$ cat src/fmbv_pkg.sv
// ============================================================
// Shared constants and types for the mimic and violation monitor
package fmbv_pkg;

    // ============================================================
    // Register map (byte addresses)
    localparam logic [7:0] FMBV_STATUS_OFF   = 8'h00;
    localparam logic [7:0] FMBV_CTRL_OFF     = 8'h04;
    localparam logic [7:0] FMBV_IRQ_STAT_OFF = 8'h08;
    localparam logic [7:0] FMBV_IRQ_MASK_OFF = 8'h0C;

    // ============================================================
    // Field positions in the status words and status register
    localparam int FMBV_MIMIC_POS = 6;
    localparam int FMBV_B128_POS  = 4;
    localparam int FMBV_B64_POS   = 3;
    localparam int FMBV_PRIM_POS  = 2;

    // Interrupt status and mask bits
    localparam int FMBV_IRQ_MIMIC = 0;
    localparam int FMBV_IRQ_PRIM  = 1;
    localparam int FMBV_IRQ_B128  = 2;
    localparam int FMBV_IRQ_B64   = 3;

    // ============================================================
    // Reset values
    localparam logic [3:0] FMBV_IRQ_MASK_RST = 4'h0;
    localparam logic       FMBV_MODE_RST     = 1'b0;

    // ============================================================
    // Counts and timing
    localparam logic [7:0]  FMBV_PRIM_LAST   = 8'hFF;   // 256th violation
    localparam logic [5:0]  FMBV_B64_LAST    = 6'h3F;   // 64th violation
    localparam logic [6:0]  FMBV_B128_LAST   = 7'h7F;   // 128th violation
    localparam int          FMBV_CLK_HZ      = 20000000;
    localparam int          FMBV_REFRESH_MS  = 96;
    localparam int          FMBV_REFRESH_CYC = FMBV_REFRESH_MS * (FMBV_CLK_HZ / 1000);
    localparam logic [6:0]  FMBV_FRAMES      = 7'h48;   // 72 frames per superframe
    localparam logic [4:0]  FMBV_PAT_FRAMES  = 5'h18;   // Pattern occupies frames 2..24
    localparam logic [11:0] FMBV_RESYNC_PAT  = 12'h1C7; // 000111000111, frame 2 first

    // ============================================================
    // Primary counter states
    typedef enum logic [1:0]
    {
        FMBV_ST_COUNT = 2'b01,
        FMBV_ST_HOLD  = 2'b10
    } fmbv_prim_st_t;

endpackage

$ cat src/fmbv_viol_cnt.sv
`timescale 1ns/100ps
// ============================================================
// Violation counter with rate limited primary toggle
module fmbv_viol_cnt
#(
    parameter int REFRESH_CYC = fmbv_pkg::FMBV_REFRESH_CYC
)
(
    // Clock and reset
    input  wire logic pclk,
    input  wire logic presetn,
    // Violation pulse
    input  wire logic viol,
    // Toggle outputs
    output logic      prim_toggle,
    output logic      toggle_128,
    output logic      toggle_64
);
    import fmbv_pkg::*;

    localparam logic [20:0] LIMIT = 21'(REFRESH_CYC - 1);

    typedef struct packed {
        fmbv_prim_st_t st;
        logic [7:0]    cnt;
        logic [20:0]   timer;
        logic [6:0]    free;
        logic          prim;
        logic          b128;
        logic          b64;
    } fmbv_cnt_state_t;

    fmbv_cnt_state_t s;
    fmbv_cnt_state_t next_s;
    logic            expired;

    assign expired     = (s.timer == LIMIT);
    assign prim_toggle = s.prim;
    assign toggle_128  = s.b128;
    assign toggle_64   = s.b64;

    // ============================================================
    // Next state
    always_comb
    begin
        next_s = s;
        if (!expired)
        begin
            next_s.timer = s.timer + 21'h0_0001;
        end
        // Free running count for the unlimited bits
        if (viol)
        begin
            next_s.free = s.free + 7'h01;
            if (s.free[5:0] == FMBV_B64_LAST)
            begin
                next_s.b64 = ~s.b64;
            end
            if (s.free == FMBV_B128_LAST)
            begin
                next_s.b128 = ~s.b128;
            end
        end
        // Primary count, held off by the refresh timer
        unique case (s.st)
            FMBV_ST_COUNT:
            begin
                if (viol)
                begin
                    if (s.cnt == FMBV_PRIM_LAST)
                    begin
                        next_s.cnt = 8'h00;
                        if (expired)
                        begin
                            next_s.prim  = ~s.prim;
                            next_s.timer = 21'h00_0000;
                        end
                        else
                        begin
                            next_s.st = FMBV_ST_HOLD;
                        end
                    end
                    else
                    begin
                        next_s.cnt = s.cnt + 8'h01;
                    end
                end
            end
            FMBV_ST_HOLD:
            begin
                // Violations here are dropped
                next_s.cnt = 8'h00;
                if (expired)
                begin
                    next_s.prim  = ~s.prim;
                    next_s.timer = 21'h00_0000;
                    next_s.st    = FMBV_ST_COUNT;
                end
            end
            default:
            begin
                next_s.st = FMBV_ST_COUNT;
            end
        endcase
    end

    // ============================================================
    // State register
    always_ff @(posedge pclk or negedge presetn)
    begin
        if (!presetn)
        begin
            s <= '{st: FMBV_ST_COUNT, default: '0};
        end
        else
        begin
            s <= next_s;
        end
    end

    // ============================================================
    // Checks
    logic [20:0] since;

    // Cycles since the last primary toggle
    always_ff @(posedge pclk or negedge presetn)
    begin
        if (!presetn)
        begin
            since <= 21'h00_0000;
        end
        else if (s.prim != next_s.prim)
        begin
            since <= 21'h00_0000;
        end
        else if (since != LIMIT)
        begin
            since <= since + 21'h0_0001;
        end
    end
endmodule // fmbv_viol_cnt

$ cat src/fmbv_monitor.sv
`timescale 1ns/100ps
module fmbv_monitor
#(
    parameter int REFRESH_CYC = fmbv_pkg::FMBV_REFRESH_CYC
)
(
    // Clock and reset
    input  wire logic        pclk,
    input  wire logic        presetn,
    // APB slave
    input  wire logic        psel,
    input  wire logic        penable,
    input  wire logic        pwrite,
    input  wire logic [7:0]  paddr,
    input  wire logic [31:0] pwdata,
    output logic [31:0]      prdata,
    output logic             pready,
    output logic             pslverr,
    // Line decoder events
    input  wire logic        viol_pulse,
    input  wire logic        sync_search,
    input  wire logic        candidate_hit,
    input  wire logic        resync_start,
    // Concentrator framing
    input  wire logic        frame_start,
    input  wire logic        user_fs_bit,
    output logic             framing_bit,
    // Serial status words
    output logic [7:0]       status_word1,
    output logic [7:0]       status_word2,
    // Interrupt
    output logic             irq
);
    import fmbv_pkg::*;

    typedef struct packed {
        logic [1:0]  cand;
        logic        mimic;
        logic        mode;
        logic [3:0]  istat;
        logic [3:0]  imask;
        logic [6:0]  frame;
        logic        fbit;
        logic [31:0] rdata;
        logic        slverr;
        logic [7:0]  sw1;
        logic [7:0]  sw2;
    } fmbv_mon_state_t;

    fmbv_mon_state_t s;
    fmbv_mon_state_t next_s;
    logic            prim;
    logic            b128;
    logic            b64;
    logic [3:0]      events;
    logic [6:0]      nf;
    logic [3:0]      pidx;

    // ============================================================
    // Address decode helpers
    function automatic logic is_mapped(input logic [7:0] a);
        is_mapped = (a == FMBV_STATUS_OFF) || (a == FMBV_CTRL_OFF) ||
                    (a == FMBV_IRQ_STAT_OFF) || (a == FMBV_IRQ_MASK_OFF);
    endfunction

    function automatic logic [31:0] read_word(input logic [7:0] a,
                                              input fmbv_mon_state_t st);
        read_word = 32'h0000_0000;
        unique case (1'b1)
            a == FMBV_STATUS_OFF:   read_word = {17'h0_0000, st.frame, st.sw1};
            a == FMBV_CTRL_OFF:     read_word = {31'h0000_0000, st.mode};
            a == FMBV_IRQ_STAT_OFF: read_word = {28'h000_0000, st.istat};
            a == FMBV_IRQ_MASK_OFF: read_word = {28'h000_0000, st.imask};
            default:                read_word = 32'h0000_0000;
        endcase
    endfunction

    // ============================================================
    // Violation counter
    fmbv_viol_cnt #(
        .REFRESH_CYC (REFRESH_CYC)
    ) u_cnt (
        .pclk        (pclk),
        .presetn     (presetn),
        .viol        (viol_pulse),
        .prim_toggle (prim),
        .toggle_128  (b128),
        .toggle_64   (b64)
    );

    // Events seen as changes against the published status, the mimic bit on its rise only
    assign events[FMBV_IRQ_MIMIC] = s.mimic & ~s.sw1[FMBV_MIMIC_POS];
    assign events[FMBV_IRQ_PRIM]  = prim ^ s.sw1[FMBV_PRIM_POS];
    assign events[FMBV_IRQ_B128]  = b128 ^ s.sw2[FMBV_B128_POS];
    assign events[FMBV_IRQ_B64]   = b64 ^ s.sw2[FMBV_B64_POS];

    // Next frame number and pattern index
    assign nf   = (s.frame == FMBV_FRAMES || s.frame == 7'h00) ? 7'h01 : s.frame + 7'h01;
    assign pidx = 4'((nf >> 1) - 7'h01);

    // ============================================================
    // Next state
    always_comb
    begin
        next_s = s;
        // Mimic search, a resync starts a fresh candidate count
        if (resync_start)
        begin
            next_s.mimic = 1'b0;
            next_s.cand  = (sync_search && candidate_hit) ? 2'b01 : 2'b00;
        end
        else if (sync_search && candidate_hit)
        begin
            if (s.cand != 2'b00)
            begin
                next_s.mimic = 1'b1;
                next_s.cand  = 2'b10;
            end
            else
            begin
                next_s.cand = 2'b01;
            end
        end
        // Concentrator framing bit for the next frame
        if (frame_start)
        begin
            next_s.frame = nf;
            if (!s.mode)
            begin
                next_s.fbit = 1'b0;
            end
            else if (nf[0])
            begin
                next_s.fbit = ~nf[1];
            end
            else if (nf <= {2'b00, FMBV_PAT_FRAMES})
            begin
                next_s.fbit = FMBV_RESYNC_PAT[4'hB - pidx];
            end
            else
            begin
                next_s.fbit = user_fs_bit;
            end
        end
        // Status words
        next_s.sw1                 = 8'h00;
        next_s.sw1[FMBV_MIMIC_POS] = s.mimic;
        next_s.sw1[FMBV_PRIM_POS]  = prim;
        next_s.sw2                 = 8'h00;
        next_s.sw2[FMBV_B128_POS]  = b128;
        next_s.sw2[FMBV_B64_POS]   = b64;
        // Read data and error captured in setup phase
        if (psel && !penable)
        begin
            next_s.rdata  = pwrite ? 32'h0000_0000 : read_word(paddr, s);
            next_s.slverr = ~is_mapped(paddr);
        end
        // Writes at the access edge, interrupt set wins over clear
        for (int i = 0; i < 4; i++)
        begin
            if (psel && penable && pwrite && paddr == FMBV_IRQ_STAT_OFF && pwdata[i])
            begin
                next_s.istat[i] = 1'b0;
            end
            if (events[i])
            begin
                next_s.istat[i] = 1'b1;
            end
        end
        if (psel && penable && pwrite)
        begin
            if (paddr == FMBV_CTRL_OFF)
            begin
                next_s.mode = pwdata[0];
            end
            if (paddr == FMBV_IRQ_MASK_OFF)
            begin
                next_s.imask = pwdata[3:0];
            end
        end
    end

    // ============================================================
    // State register
    always_ff @(posedge pclk or negedge presetn)
    begin
        if (!presetn)
        begin
            s <= '{mode: FMBV_MODE_RST, imask: FMBV_IRQ_MASK_RST, default: '0};
        end
        else
        begin
            s <= next_s;
        end
    end

    // ============================================================
    // Outputs
    assign prdata       = s.rdata;
    assign pready       = 1'b1;
    assign pslverr      = s.slverr & psel & penable;
    assign framing_bit  = s.fbit;
    assign status_word1 = s.sw1;
    assign status_word2 = s.sw2;
    assign irq          = |(s.istat & s.imask);
endmodule // fmbv_monitor

$ cat config.mk
export PLATFORM = sky130hd
export DESIGN_NAME = fmbv_monitor
export DESIGN_NICKNAME = d
export VERILOG_FILES = /design/src/fmbv_pkg.sv /design/src/fmbv_viol_cnt.sv /design/src/fmbv_monitor.sv
export SDC_FILE = /design/constraint.sdc
export NUM_CORES = 1
export LEC_CHECK = 0
export BUFFER_PORTS_ARGS = -buffer_cell sky130_fd_sc_hd__buf_2
export CAP_MARGIN = 20
export CORE_MARGIN = 1.5
export CORE_UTILIZATION = 50
export CTS_CLUSTER_DIAMETER = 120
export CTS_CLUSTER_SIZE = 10
export DETAILED_ROUTE_END_ITERATION = 12
export GPL_TIMING_DRIVEN = 0
export HOLD_SLACK_MARGIN = 0.02
export PLACE_DENSITY = 0.78
export SYNTH_ARGS = -nofsm -noshare
export SYNTH_HDL_FRONTEND = slang
export SYNTH_SLANG_ARGS = --single-unit
$ cat constraint.sdc
create_clock -name pclk -period 3.4 [get_ports pclk]
set_input_delay 0.17 -clock pclk [delete_from_list [all_inputs] [get_ports pclk]]
set_output_delay 0.17 -clock pclk [all_outputs]
set_load 0.01 [all_outputs]
== Word-level counts from Yosys, hierarchy flattened ==
Memory sizes are Yosys's and may differ from the RTL's.
Cells that the tools add are included.

* Memories kept: 1
* Flip-flop bits (word level): 98
* Output and inout port bits: 52
* Word-level logic and storage cells: 124
* Memory bits (read-only): 16

* Reduce and logical (&&, ||, !) cells: 33
* Add/sub/neg operators: 6
* Muxes and demuxes: 34
* Magnitude comparators: 2
* Bitwise gates (word level): 13
* Equality and inequality tests: 14

{| class="wikitable"
|+ Memories
! memory !! words !! bits a word !! read ports !! clocked after memory_dff !! wr ports !! line !! RTL
|-
| (no name shown) || 16 || 1 || 1 || 0 || 0 || fmbv_monitor.sv:138 || <nowiki>next_s.fbit = FMBV_RESYNC_PAT[4'hB - pidx];</nowiki>
|}

{| class="wikitable"
|+ Operator list
! cell !! number
|-
| 21-bit two-way mux || 3
|-
| 15-bit one-hot mux with 4 select lines || 1
|-
| 29-bit one-hot mux with 2 select lines || 1
|-
| 32-bit two-way mux || 1
|-
| 31-bit two-way mux || 1
|-
| 21-bit by 1-bit adder with 21-bit output, second input constant || 1
|-
| 21-bit equality test, second input constant || 1
|-
| 1-bit two-way mux || 17
|-
| 8-bit by 4-bit equality test with 1-bit output, second input constant || 2
|-
| 2-bit nonzero test || 8
|-
| 7-bit by 1-bit adder with 7-bit output, second input constant || 2
|-
| 7-bit equality test, second input constant || 2
|-
| 2-bit AND reduction || 6
|-
| 1-bit logical AND || 9
|-
| 8-bit by 1-bit adder with 8-bit output, second input constant || 1
|-
| 8-bit by 3-bit equality test with 1-bit output, second input constant || 1
|-
| 8-bit equality test, second input constant || 1
|-
| 8-bit zero test || 1
|-
| 2-bit two-way mux || 4
|-
| 8-bit two-way mux || 1
|-
| 7-bit by 5-bit <= comparator with 1-bit output, second input constant || 1
|-
| 7-bit zero test || 1
|-
| 7-bit two-way mux || 1
|-
| 6-bit equality test, second input constant || 1
|-
| other kinds (19) || 34
|}

== Logic depth before layout (Yosys ltp) ==
Gate-level depths: netlist of run 1.

* Depth in word-level cells: 10
* Mapped depth: 12

== Cells and area by module ==
From an unflattened synthesis of run 1, not the netlist that was laid out.

* Cell total of the unflattened synthesis: 463
* Area total of the unflattened synthesis: 4,544.4 µm²

{| class="wikitable"
|+ Modules (own cells, without submodules)
! module !! cells each !! seq. area each (µm²) !! times used !! area an instance (µm²)
|-
| fmbv_monitor || 241 || 925.9 || 1 || 2,288.4
|-
| fmbv_viol_cnt || 222 || 1,027.2 || 1 || 2,255.9
|}

== Worst setup path after synthesis of run 1 ==
No wires, ideal clock.

* Path kind: register to register
* Start: register s[51] (netlist bit)
* End: register s, in the netlist framing_bit
* Period minus slack after synthesis: 2.399 ns
* Cell stages (with the launch flop): 12
* Data required time: 3.264 ns
* Slack: 1.001 ns
* Arrival: 2.262 ns
* Buffers on the path: 1
* Path through: dfrtp_1 -> ha_1 -> clkbuf_1 -> xor2_1 -> nand2_1 -> ha_1 -> xor2_1 -> xnor2_1 -> nand2_1 -> o21ai_0 -> a2111oi_0 -> o31ai_1

* Word-level cells in the longest chain between the ends: 10

{| class="wikitable"
|+ Ends and longest elaborated chain
! what !! line !! RTL
|-
| start, declared || fmbv_monitor.sv:50 || <nowiki>fmbv_mon_state_t s;</nowiki>
|-
| start signal, assigned || fmbv_monitor.sv:193 || <nowiki>s <= next_s;</nowiki>
|-
| parallel branches: the longest is 2 deep, another holds 7-bit by 1-bit adder with 7-bit output || n/a ||
|-
| 7-bit two-way mux (*) || fmbv_monitor.sv:98 || <nowiki>assign nf = (s.frame == FMBV_FRAMES || s.frame == 7'h00) ? 7'h01 : s.frame + 7'h01;</nowiki>
|-
| 4-bit by 1-bit subtractor with 4-bit output || fmbv_monitor.sv:99 || <nowiki>assign pidx = 4'((nf >> 1) - 7'h01);</nowiki>
|-
| 4-bit subtractor || fmbv_monitor.sv:138 ||
|-
| memory 16 x 1 bit || n/a ||
|-
| 1-bit two-way mux (not written as such) || fmbv_monitor.sv:138 ||
|-
| 1-bit two-way mux || fmbv_monitor.sv:136 || <nowiki>else if (nf <= {2'b00, FMBV_PAT_FRAMES})</nowiki>
|-
| 1-bit two-way mux (*) || fmbv_monitor.sv:132 || <nowiki>else if (nf[0])</nowiki>
|-
| 1-bit two-way mux (*) || fmbv_monitor.sv:128 || <nowiki>if (!s.mode)</nowiki>
|}

Mark *: on every way between the ends. The select of a mux whose other input is x is not followed.
A chain may end at the register's enable or synchronous reset.

== Final worst setup path of run 1 ==
* Start: register s[50] (netlist bit)
* End: register s, in the netlist framing_bit

The elaborated chain is that of the path after synthesis.

==> results of run 1 <==
cell usage after synthesis (all sizes together):
master	n	area share (%)
buf	53	9.3
xor2	24	4.9
ha	11	3.2
o41ai	5	1.0
xnor2	14	2.8
mux2	9	2.4
a21o	5	0.87
a2bb2o	1	0.23
conb	2	0.17
and3b	1	0.20
inv	16	1.5
a22o	9	1.8
a21oi	9	1.3
clkbuf	12	1.0
nand2	53	4.6
nand3	22	2.6
o21ai	19	2.2
o211ai	1	0.17
and3	3	0.44
a211oi	4	0.70
dfrtp	77	45
o21a	1	0.17
o31ai	5	0.87
a22oi	3	0.52
a2111oi	1	0.20
and4	4	0.81
o22ai	1	0.15
mux2i	3	0.70
or3	3	0.44
nand4b	3	0.61
nor3b	2	0.46
o221ai	1	0.20
nor2	41	3.6
dfstp	1	0.61
nor4b	1	0.20
nand2b	6	0.87
and2	3	0.44
nor2b	2	0.29
nand4	8	1.2
nor4	2	0.44
nor3	6	0.70
a31oi	3	0.44
state kept, by name, indices dropped and copies added (netlist names):
name,count
framing_bit,1
u_cnt.toggle_64,1
status_word2,2
next_s,1
u_cnt.toggle_128,1
status_word1,2
u_cnt.prim_toggle,1
u_cnt.s,38
prdata,12
s,19
kinds of logic after synthesis:
family	Yosys count	share of synthesized area, %
other	2	0.174
flip-flops	78	45.3
AND/OR/NAND/NOR	160	17.8
multiplexers	12	3.05
adder cells (fa/ha/maj)	11	3.19
AO/OA/AOI/OAI	68	10.9
buffers and inverters	81	11.8
XOR/XNOR	38	7.72
cell usage in the layout (no fill, tap or decap), drive strengths merged, types with 4 or more instances in the layout:
| cell type | instances |
|---|---|
| a211oi | 4 |
| a21o | 5 |
| a21oi | 9 |
| a22o | 9 |
| and4 | 4 |
| buf | 92 |
| clkbuf | 21 |
| conb | 33 |
| dfrtp | 77 |
| ha | 11 |
| inv | 18 |
| mux2 | 9 |
| nand2 | 53 |
| nand2b | 6 |
| nand3 | 22 |
| nand4 | 8 |
| nor2 | 41 |
| nor3 | 6 |
| o21ai | 19 |
| o31ai | 5 |
| o41ai | 5 |
| xnor2 | 14 |
| xor2 | 24 |
cell type report:
type	count	area [µm²]	share of cell area, %
buffer	65	448	8.97
clock buffer	9	124	2.48
clock inverter	7	82.6	1.65
inverter	16	62.6	1.25
multi-input combinational	322	1960	39.3
sequential	78	1950	39.1
tap	105	131	2.63
timing repair buffer	41	233	4.66
routing by layer:
metal,vias up,global-route usage (%),part of all wire [%]
met3,10,3.48,4.5
li1,1620,-,-
met1,1551,21.9,44
met2,69,32.7,50
met5,-,0,0
met4,0,7.48,1.5
worst max-delay path: stages (launching register included):
cell,delay [ns]
dfrtp_1,0.35
clkbuf_1,0.35
inv_1,0.11
ha_1,0.21
nand4_1,0.25
nand2_1,0.18
ha_1,0.24
xor2_1,0.15
xnor2_1,0.14
nand2_1,0.07
o21ai_0,0.07
a2111oi_0,0.42
o31ai_1,0.14
power breakdown:
part / internal [mW] / switching (mW) / total (mW)
logic: 0.283 / 0.360 / 0.643
clock network: 0.349 / 0.367 / 0.716
registers: 1.03 / 0.107 / 1.14
total: 1.67 / 0.834 / 2.50
worst paths after layout:
kind	end	cells after the start
worst min register to register	status_word1[6]	0
worst max-delay path	framing_bit	12
max in group asynchronous	u_cnt.s[39]	3
worst min-delay path	prdata[2]	2
worst max register to register	framing_bit	12
min in group asynchronous	prdata[3]	2
timing repair:
action                                  CTS  global route
gates resized for setup                   0             0
hold endpoints to repair                 35             0
endpoints found under the setup margin    0             0
hold buffers                              2             0
stage by stage:
stage	util [%]	cell area (µm²)
6_report	60.2	5000
4_1_cts	60.2	5000
3_5_place_dp	57.5	4770
3_3_place_gp	57.2	4750
5_1_grt	60.2	5000
2_1_floorplan	-	4430
==> results by group, run 1 <==
STA
  – # setup viols final: 0
  – Hold Fails Final Rpt: 0
  – Post-layout min period: 2.81 ns
  – Unrepaired setup endpoints after global routing: no
  – Total Neg Setup Slack: 0 ns
  – Max Transition Viols Final: 0
  – Rel. slew slack: 50.4%
  – Crit share post-route: 82.6%
  – Final WS setup: 0.590 ns
  – Slew @ Worst Pin: 0.740 ns
  – Layout Skew: 0.0122 ns
  – Final Hold Slack: 0.0449 ns
  – Fmax: 0.356 GHz

Floorplan
  – Initial Utilization: 51.9%
  – Die width: 95.8 µm
  – Top Ports: 103
  – Total Die Area: 9180 µm²
  – Core ar.: 8300 µm²
  – Die H: 95.8 µm
  – Row cnt: 33

Detailed routing
  – Antenna-violating nets left: 0
  – Drt drc: 0
  – Via count: 3250
  – DRT Pass-1 Iters: 4
  – WL final: 7780 µm
  – DR vias/cell: 5.05
  – Routed WL per cell: 12.1 µm
  – 1st-iter DRT viols: 84

Setup path
  – Flop-to-flop setup slack: 0.59 ns
  – Setup CP Type: reg -> reg
  – Crit. End Element: flip-flop
  – CP startpoint kind: flip-flop
  – Required @ worst endpoint: 3.63 ns
  – CP Max Fanout: 9
  – Crit path DAT: 3.04 ns
  – R2R Path Start: s[50]
  – CP startpoint: s[50]

GRT
  – Pin count of the biggest net entering global routing: 45
  – Vias in the first global route: 2982
  – Overflow after GRT: 0
  – GRT Total Usage: 18.5%
  – Initial antenna violation count: 0
  – First-pass GRT wire length: 13200 µm

Clocking
  – Worst-path clk slew: 0.09 ns
  – Clock root buffer: clkbuf_8
  – Post-CTS Setup Repair Bufs: 0
  – Largest buffer count on any clock path: 2
  – Clock Latency Late Sink: 0.36 ns
  – CTS tree: built
  – CTS sink cnt: 78
  – Total CTS buffers: 9
  – H-tree Lvls: 3

Layout
  – N_diodes: 0
  – Final #Nets: 595
  – Fill cells: 727
  – Share of cells above drive strength 1: 22.7%
  – Synthesis-to-layout area growth: 15.9%
  – Non-Filler Instances: 643

Synth
  – Ys Warns: 0
  – Synthesized instance count: 450
  – Synth unique cells: 48
  – Register area share after synthesis: 45.3%
  – Syn avg cell area: 9.58 µm²
  – Synth Register Bits: 78
  – Syn Std Cell Area: 4310 µm²

Power and ir drop
  – Leak: 2.50 nW
  – Peak supply drop: 0.258 mV
  – Power Density: 500 nW/µm²
  – Total power: 2.50 mW

Placement
  – Worst setup slack after placement: 0.602 ns
  – Post-DP HPWL: 5750 µm
  – RD Place Congestion: 0.847
  – Placed instance count: 625
  – Port-buffer cells: 38

Job
  – Max-cap violations: 0

Min path
  – Hold path start: pwrite
  – Worst hold path type: in -> reg

Outcome
  – Status: complete, no violations
Power figures use the tool's default switching activity.
==> run 2, diff against run 1 <==
- clock period: 3.4 -> 2.6 ns (I/O delays scaled with it)
==> run 2 against run 1 <==
Effect of this change:
- largest power group unchanged
- first-iteration DRC count grew 3.6%
- hold slack is essentially flat
- combinational power grew 42%
- register-to-register slack lost 0.45 ns
- final area grew 1.7%
==> results by group, run 2 (synthesized netlist as in run 1, its figures left out) <==
Detailed routing
  – Via count: 3300
  – Met3 wire len: 373 µm
  – Routed WL per cell: 12.2 µm
  – 1st-iter DRT viols: 87
  – DRT Pass-1 Iters: 4
  – DR vias/cell: 5.09
  – DR WL met2: 4030 µm
  – Top sig layer: met4
  – Antenna-violating nets left: 0
  – Drt drc: 0
  – Met1 WL: 3400 µm
  – WL final: 7930 µm

STA
  – Layout Skew: 0.0123 ns
  – Rel. slew slack: 50.3%
  – Unrepaired setup endpoints after global routing: no
  – Max Transition Viols Final: 0
  – Final Hold Slack: 0.0445 ns
  – # setup viols final: 0
  – Slew @ Worst Pin: 0.741 ns
  – Crit share post-route: 94.6%
  – Fmax: 0.407 GHz
  – Hold Fails Final Rpt: 0
  – Final WS setup: 0.141 ns
  – Post-layout min period: 2.46 ns

Setup path
  – Setup CP Type: reg -> reg
  – Crit path DAT: 2.69 ns
  – Required @ worst endpoint: 2.83 ns
  – Crit. End Element: flip-flop
  – CP startpoint kind: flip-flop
  – CP Max Fanout: 10

GRT
  – Overflow after GRT: 0
  – Initial antenna violation count: 0
  – Vias in the first global route: 3022
  – Pin count of the biggest net entering global routing: 45
  – GRT Total Usage: 18.7%
  – First-pass GRT wire length: 13300 µm

Outcome
  – Status: complete, no violations

Power and ir drop
  – Peak supply drop: 0.337 mV
  – Power Density: 663 nW/µm²
  – Clock share of power: 27.8%
  – Sequential power share: 45.1%
  – Int Pwr: 2.24 mW
  – Combinational power share: 27.0%
  – NetSw: 1.13 mW
  – Leak: 2.53 nW
  – Sw Share: 33.5%

Clocking
  – CTS tree: built
  – Clock root buffer: clkbuf_8
  – CTS sink cnt: 78
  – Clock Latency Late Sink: 0.36 ns
  – Total CTS buffers: 9
  – Worst-path clk slew: 0.09 ns
  – H-tree Lvls: 3
  – Largest buffer count on any clock path: 2

Placement
  – Port-buffer cells: 38
  – Placed instance count: 625
  – Placed Instance Area: 4770 µm²
  – Post-DP HPWL: 5750 µm
  – RD Place Congestion: 0.847
  – Worst setup slack after placement: -0.198 ns

Job
  – Max-cap violations: 0

Layout
  – Reg with most FFs: u_cnt.s
  – Layout Utilization: 61.2%
  – Synthesis-to-layout area growth: 17.9%
  – Most common cell after layout, fill and taps aside: dfrtp_1
  – Multi-input logic area: 1990 µm²
  – Reg area: 1950 µm²
  – Max FFs per register: 38
  – Non-Filler Instances: 648
  – N_diodes: 0
  – Share of cells above drive strength 1: 24.3%
  – Fill cells: 711
  – Final Cell Area: 5080 µm²
  – Most frequent cells in the layout: dfrtp_1 (77), buf_4 (56), nand2_1 (51), nor2_1 (41), buf_2 (38)
  – Final #Nets: 600

Floorplan
  – Top Ports: 103
  – Die H: 95.8 µm
  – Row cnt: 33
  – Initial Utilization: 51.9%
  – Core ar.: 8300 µm²
  – Die width: 95.8 µm
  – Total Die Area: 9180 µm²

Min path
  – Worst hold path type: in -> reg
## run 2: critical path, cell delays in order, from the launching register on
cell	delay [ns]
dfrtp_1	0.42
buf_2	0.20
xnor2_1	0.17
nand4_1	0.25
nand2_2	0.18
ha_1	0.17
xor2_1	0.17
xnor2_1	0.15
o21ai_0	0.11
a2111oi_1	0.39
o31ai_1	0.12
## run 2: layer usage
layer,up-vias,track usage (%)
li1,1630,-
met1,1575,21.9
met4,0,7.48
met3,14,3.48
met5,-,0
met2,81,33.3
## run 2: repair_timing
action	4_1_cts	5_1_grt
pin swaps	0	3
hold buffers	5	0
buffers inserted	2	2
endpoints found under the setup margin	1	1
hold endpoints to repair	40	0
gates resized for setup	3	8
## run 2: worst paths after layout
| kind | startpoint | end | slack [ns] | cells past startpoint |
|---|---|---|---|---|
| max in group asynchronous | presetn | u_cnt.s[39] | 1.72 | 3 |
| worst max register to register | s[53] | framing_bit | 0.14 | 10 |
| min in group asynchronous | presetn | prdata[3] | 0.25 | 2 |
| worst max-delay path | s[53] | framing_bit | 0.14 | 10 |
| worst min-delay path | pwdata[1] | s[58] | 0.04 | 2 |
| worst min register to register | next_s[14] | status_word1[6] | 0.41 | 0 |
## run 2: power groups by stage
stage	clock network [mW]	logic, mW	registers, mW
floorplan	0	0.664	1.48
global placement	0	0.802	1.51
detailed placement	0	0.835	1.51
CTS	0.957	0.865	1.49
global route	1.02	1.02	1.55
finish	0.938	0.911	1.52
## run 2: final cells by class
| type | count | share of cell area (%) |
|---|---|---|
| Buffer | 63 | 8.75 |
| Clock buffer | 9 | 2.44 |
| Clock inverter | 7 | 1.63 |
| Inverter | 16 | 1.23 |
| Multi-Input combinational cell | 322 | 39.1 |
| Sequential cell | 78 | 38.5 |
| Tap cell | 105 | 2.59 |
| Timing Repair Buffer | 48 | 5.76 |
## run 2: per-stage QoR
| step | setup TNS, ns | power [mW] |
|---|---|---|
| final | 0 | 3.37 |
| after CTS | 0 | 3.31 |
| after floorplan | 0 | 2.14 |
| after global routing | 0 | 3.58 |
| after global placement | -0.125 | 2.31 |
| after detailed placement | -0.198 | 2.35 |
==> run 3, diff against run 2 <==
- GPL_TIMING_DRIVEN: 0 -> unset
==> run 3 against run 2 <==
Effect of this change:
- sequential share of layout area up 4.0 points
- worst setup slack better by 0.078 ns
- critical path type unchanged
- hold slack better by 0.0045 ns
- register-to-register slack better by 0.08 ns
==> results by group, run 3 (synthesized netlist as in run 1, its figures left out) <==
Outcome
  – Status: complete, no violations

Layout
  – Final #Nets: 541
  – Most common cell after layout, fill and taps aside: dfrtp_1
  – N_diodes: 0
  – Reg with most FFs: u_cnt.s
  – Most frequent cells in the layout: dfrtp_1 (76), nand2_1 (53), nor2_1 (41), buf_2 (40), conb_1 (33)
  – Max FFs per register: 38
  – Share of cells above drive strength 1: 15.7%
  – Synthesis-to-layout area growth: 6.88%

Placement
  – Worst setup slack after placement: 0.247 ns
  – RD Place Congestion: 0.889
  – Post-DP HPWL: 5310 µm
  – Port-buffer cells: 41

STA
  – Hold Fails Final Rpt: 0
  – Rel. slew slack: 37.4%
  – Crit share post-route: 91.6%
  – Total Neg Setup Slack: 0 ns
  – Slew @ Worst Pin: 0.938 ns
  – Post-layout min period: 2.38 ns
  – Fmax: 0.420 GHz
  – Max Transition Viols Final: 0
  – Layout Skew: 0.0146 ns
  – Final WS setup: 0.218 ns
  – # setup viols final: 0
  – Unrepaired setup endpoints after global routing: no

Clocking
  – Clock root buffer: clkbuf_8
  – Largest buffer count on any clock path: 2
  – Post-CTS Setup Repair Bufs: 0
  – Total CTS buffers: 9
  – CTS sink cnt: 78
  – Clock Latency Late Sink: 0.34 ns
  – Worst-path clk slew: 0.09 ns
  – CTS tree: built
  – H-tree Lvls: 3

Floorplan
  – Total Die Area: 9180 µm²
  – Initial Utilization: 51.9%
  – Die H: 95.8 µm
  – Core ar.: 8300 µm²
  – Row cnt: 33
  – Die width: 95.8 µm
  – Top Ports: 103

Setup path
  – CP startpoint: s[51]
  – CP Max Fanout: 7
  – Required @ worst endpoint: 2.82 ns
  – R2r worst-path depth: 10
  – R2R Path End: framing_bit
  – Crit path capture: framing_bit
  – CP startpoint kind: flip-flop
  – Flop-to-flop setup slack: 0.22 ns
  – Crit path DAT: 2.61 ns
  – Setup CP Type: reg -> reg
  – Crit. End Element: flip-flop
  – R2R Path Start: s[51]

Power and ir drop
  – Combinational power share: 24.5%
  – Sequential power share: 47.9%
  – Sw Share: 32.5%
  – NetSw: 1.04 mW
  – Peak supply drop: 0.245 mV
  – Leak: 2.24 nW
  – Int Pwr: 2.16 mW
  – Power Density: 693 nW/µm²
  – Clock share of power: 27.5%

Detailed routing
  – Routed WL per cell: 12.5 µm
  – Drt drc: 0
  – WL final: 7350 µm
  – Via count: 3033
  – DR vias/cell: 5.15
  – Antenna-violating nets left: 0
  – DRT Pass-1 Iters: 4
  – 1st-iter DRT viols: 110

Min path
  – Worst hold path type: in -> reg

Job
  – Max-cap violations: 0

GRT
  – Overflow after GRT: 0
  – Vias in the first global route: 2867
  – GRT Total Usage: 17.2%
  – Pin count of the biggest net entering global routing: 79
  – Initial antenna violation count: 0
  – First-pass GRT wire length: 12300 µm
## run 3: final cells by class
| type | count | area, µm² |
|---|---|---|
| tap | 105 | 131 |
| fill | 734 | 3690 |
| clock buffer | 11 | 131 |
| multi-input combinational | 322 | 1960 |
| sequential | 78 | 1950 |
| inverter | 16 | 62.6 |
| clock inverter | 5 | 60.1 |
| timing repair buffer | 52 | 303 |
## run 3: metal layers
metal  GRT usage, %  routed length, µm
met2           28.9               3580
met5              0                  0
met1           21.2               3420
met3           3.40                251
met4           7.84                 99
## run 3: power groups by stage
stage          combinational [mW]  clock [mW]  sequential [mW]
2_1_floorplan               0.664           0             1.48
3_3_place_gp                0.734           0             1.54
3_5_place_dp                0.763           0             1.55
4_1_cts                     0.773       0.904             1.53
5_1_grt                     0.915       0.969             1.56
6_report                    0.783       0.879             1.53
## run 3: worst min-delay path by stage
stage | to | slack (ns) | depth (start not counted) | startpoint
after global routing | s[58] | 0.03 | 2 | pwdata[1]
after CTS | s[60] | 0.03 | 2 | pwdata[3]
final | s[58] | 0.05 | 2 | pwdata[1]
after detailed placement | prdata[1] | 0.34 | 1 | presetn
after floorplan | framing_bit | -0.17 | 0 | presetn
after global placement | prdata[1] | 0.33 | 1 | presetn
## run 3: worst max-delay path, cell delays in order, from the launching register on
cell,delay (ns)
dfrtp_2,0.46
ha_1,0.22
xor2_1,0.25
nand2_1,0.15
ha_1,0.21
xor2_1,0.15
xnor2_1,0.13
nand2_1,0.07
o21ai_0,0.08
a2111oi_1,0.41
o31ai_1,0.13
## run 3: what timing repair did
action                                  CTS  global route
endpoints found under the setup margin    0             1
gates resized for setup                   0             2
hold endpoints to repair                 82             1
hold buffers                              4             1
## run 3: per-stage QoR
stage | hold WS, ns | power [mW] | cells | cell area, µm² | utilization [%]
2_1_floorplan | -0.166 | 2.14 | 481 | 4430 | -
3_3_place_gp | 0.334 | 2.28 | 568 | 4360 | 52.6
3_5_place_dp | 0.343 | 2.31 | 568 | 4360 | 52.6
4_1_cts | 0.0264 | 3.20 | 588 | 4590 | 55.3
5_1_grt | 0.0337 | 3.44 | 589 | 4610 | 55.5
6_report | 0.0491 | 3.19 | 589 | 4610 | 55.5
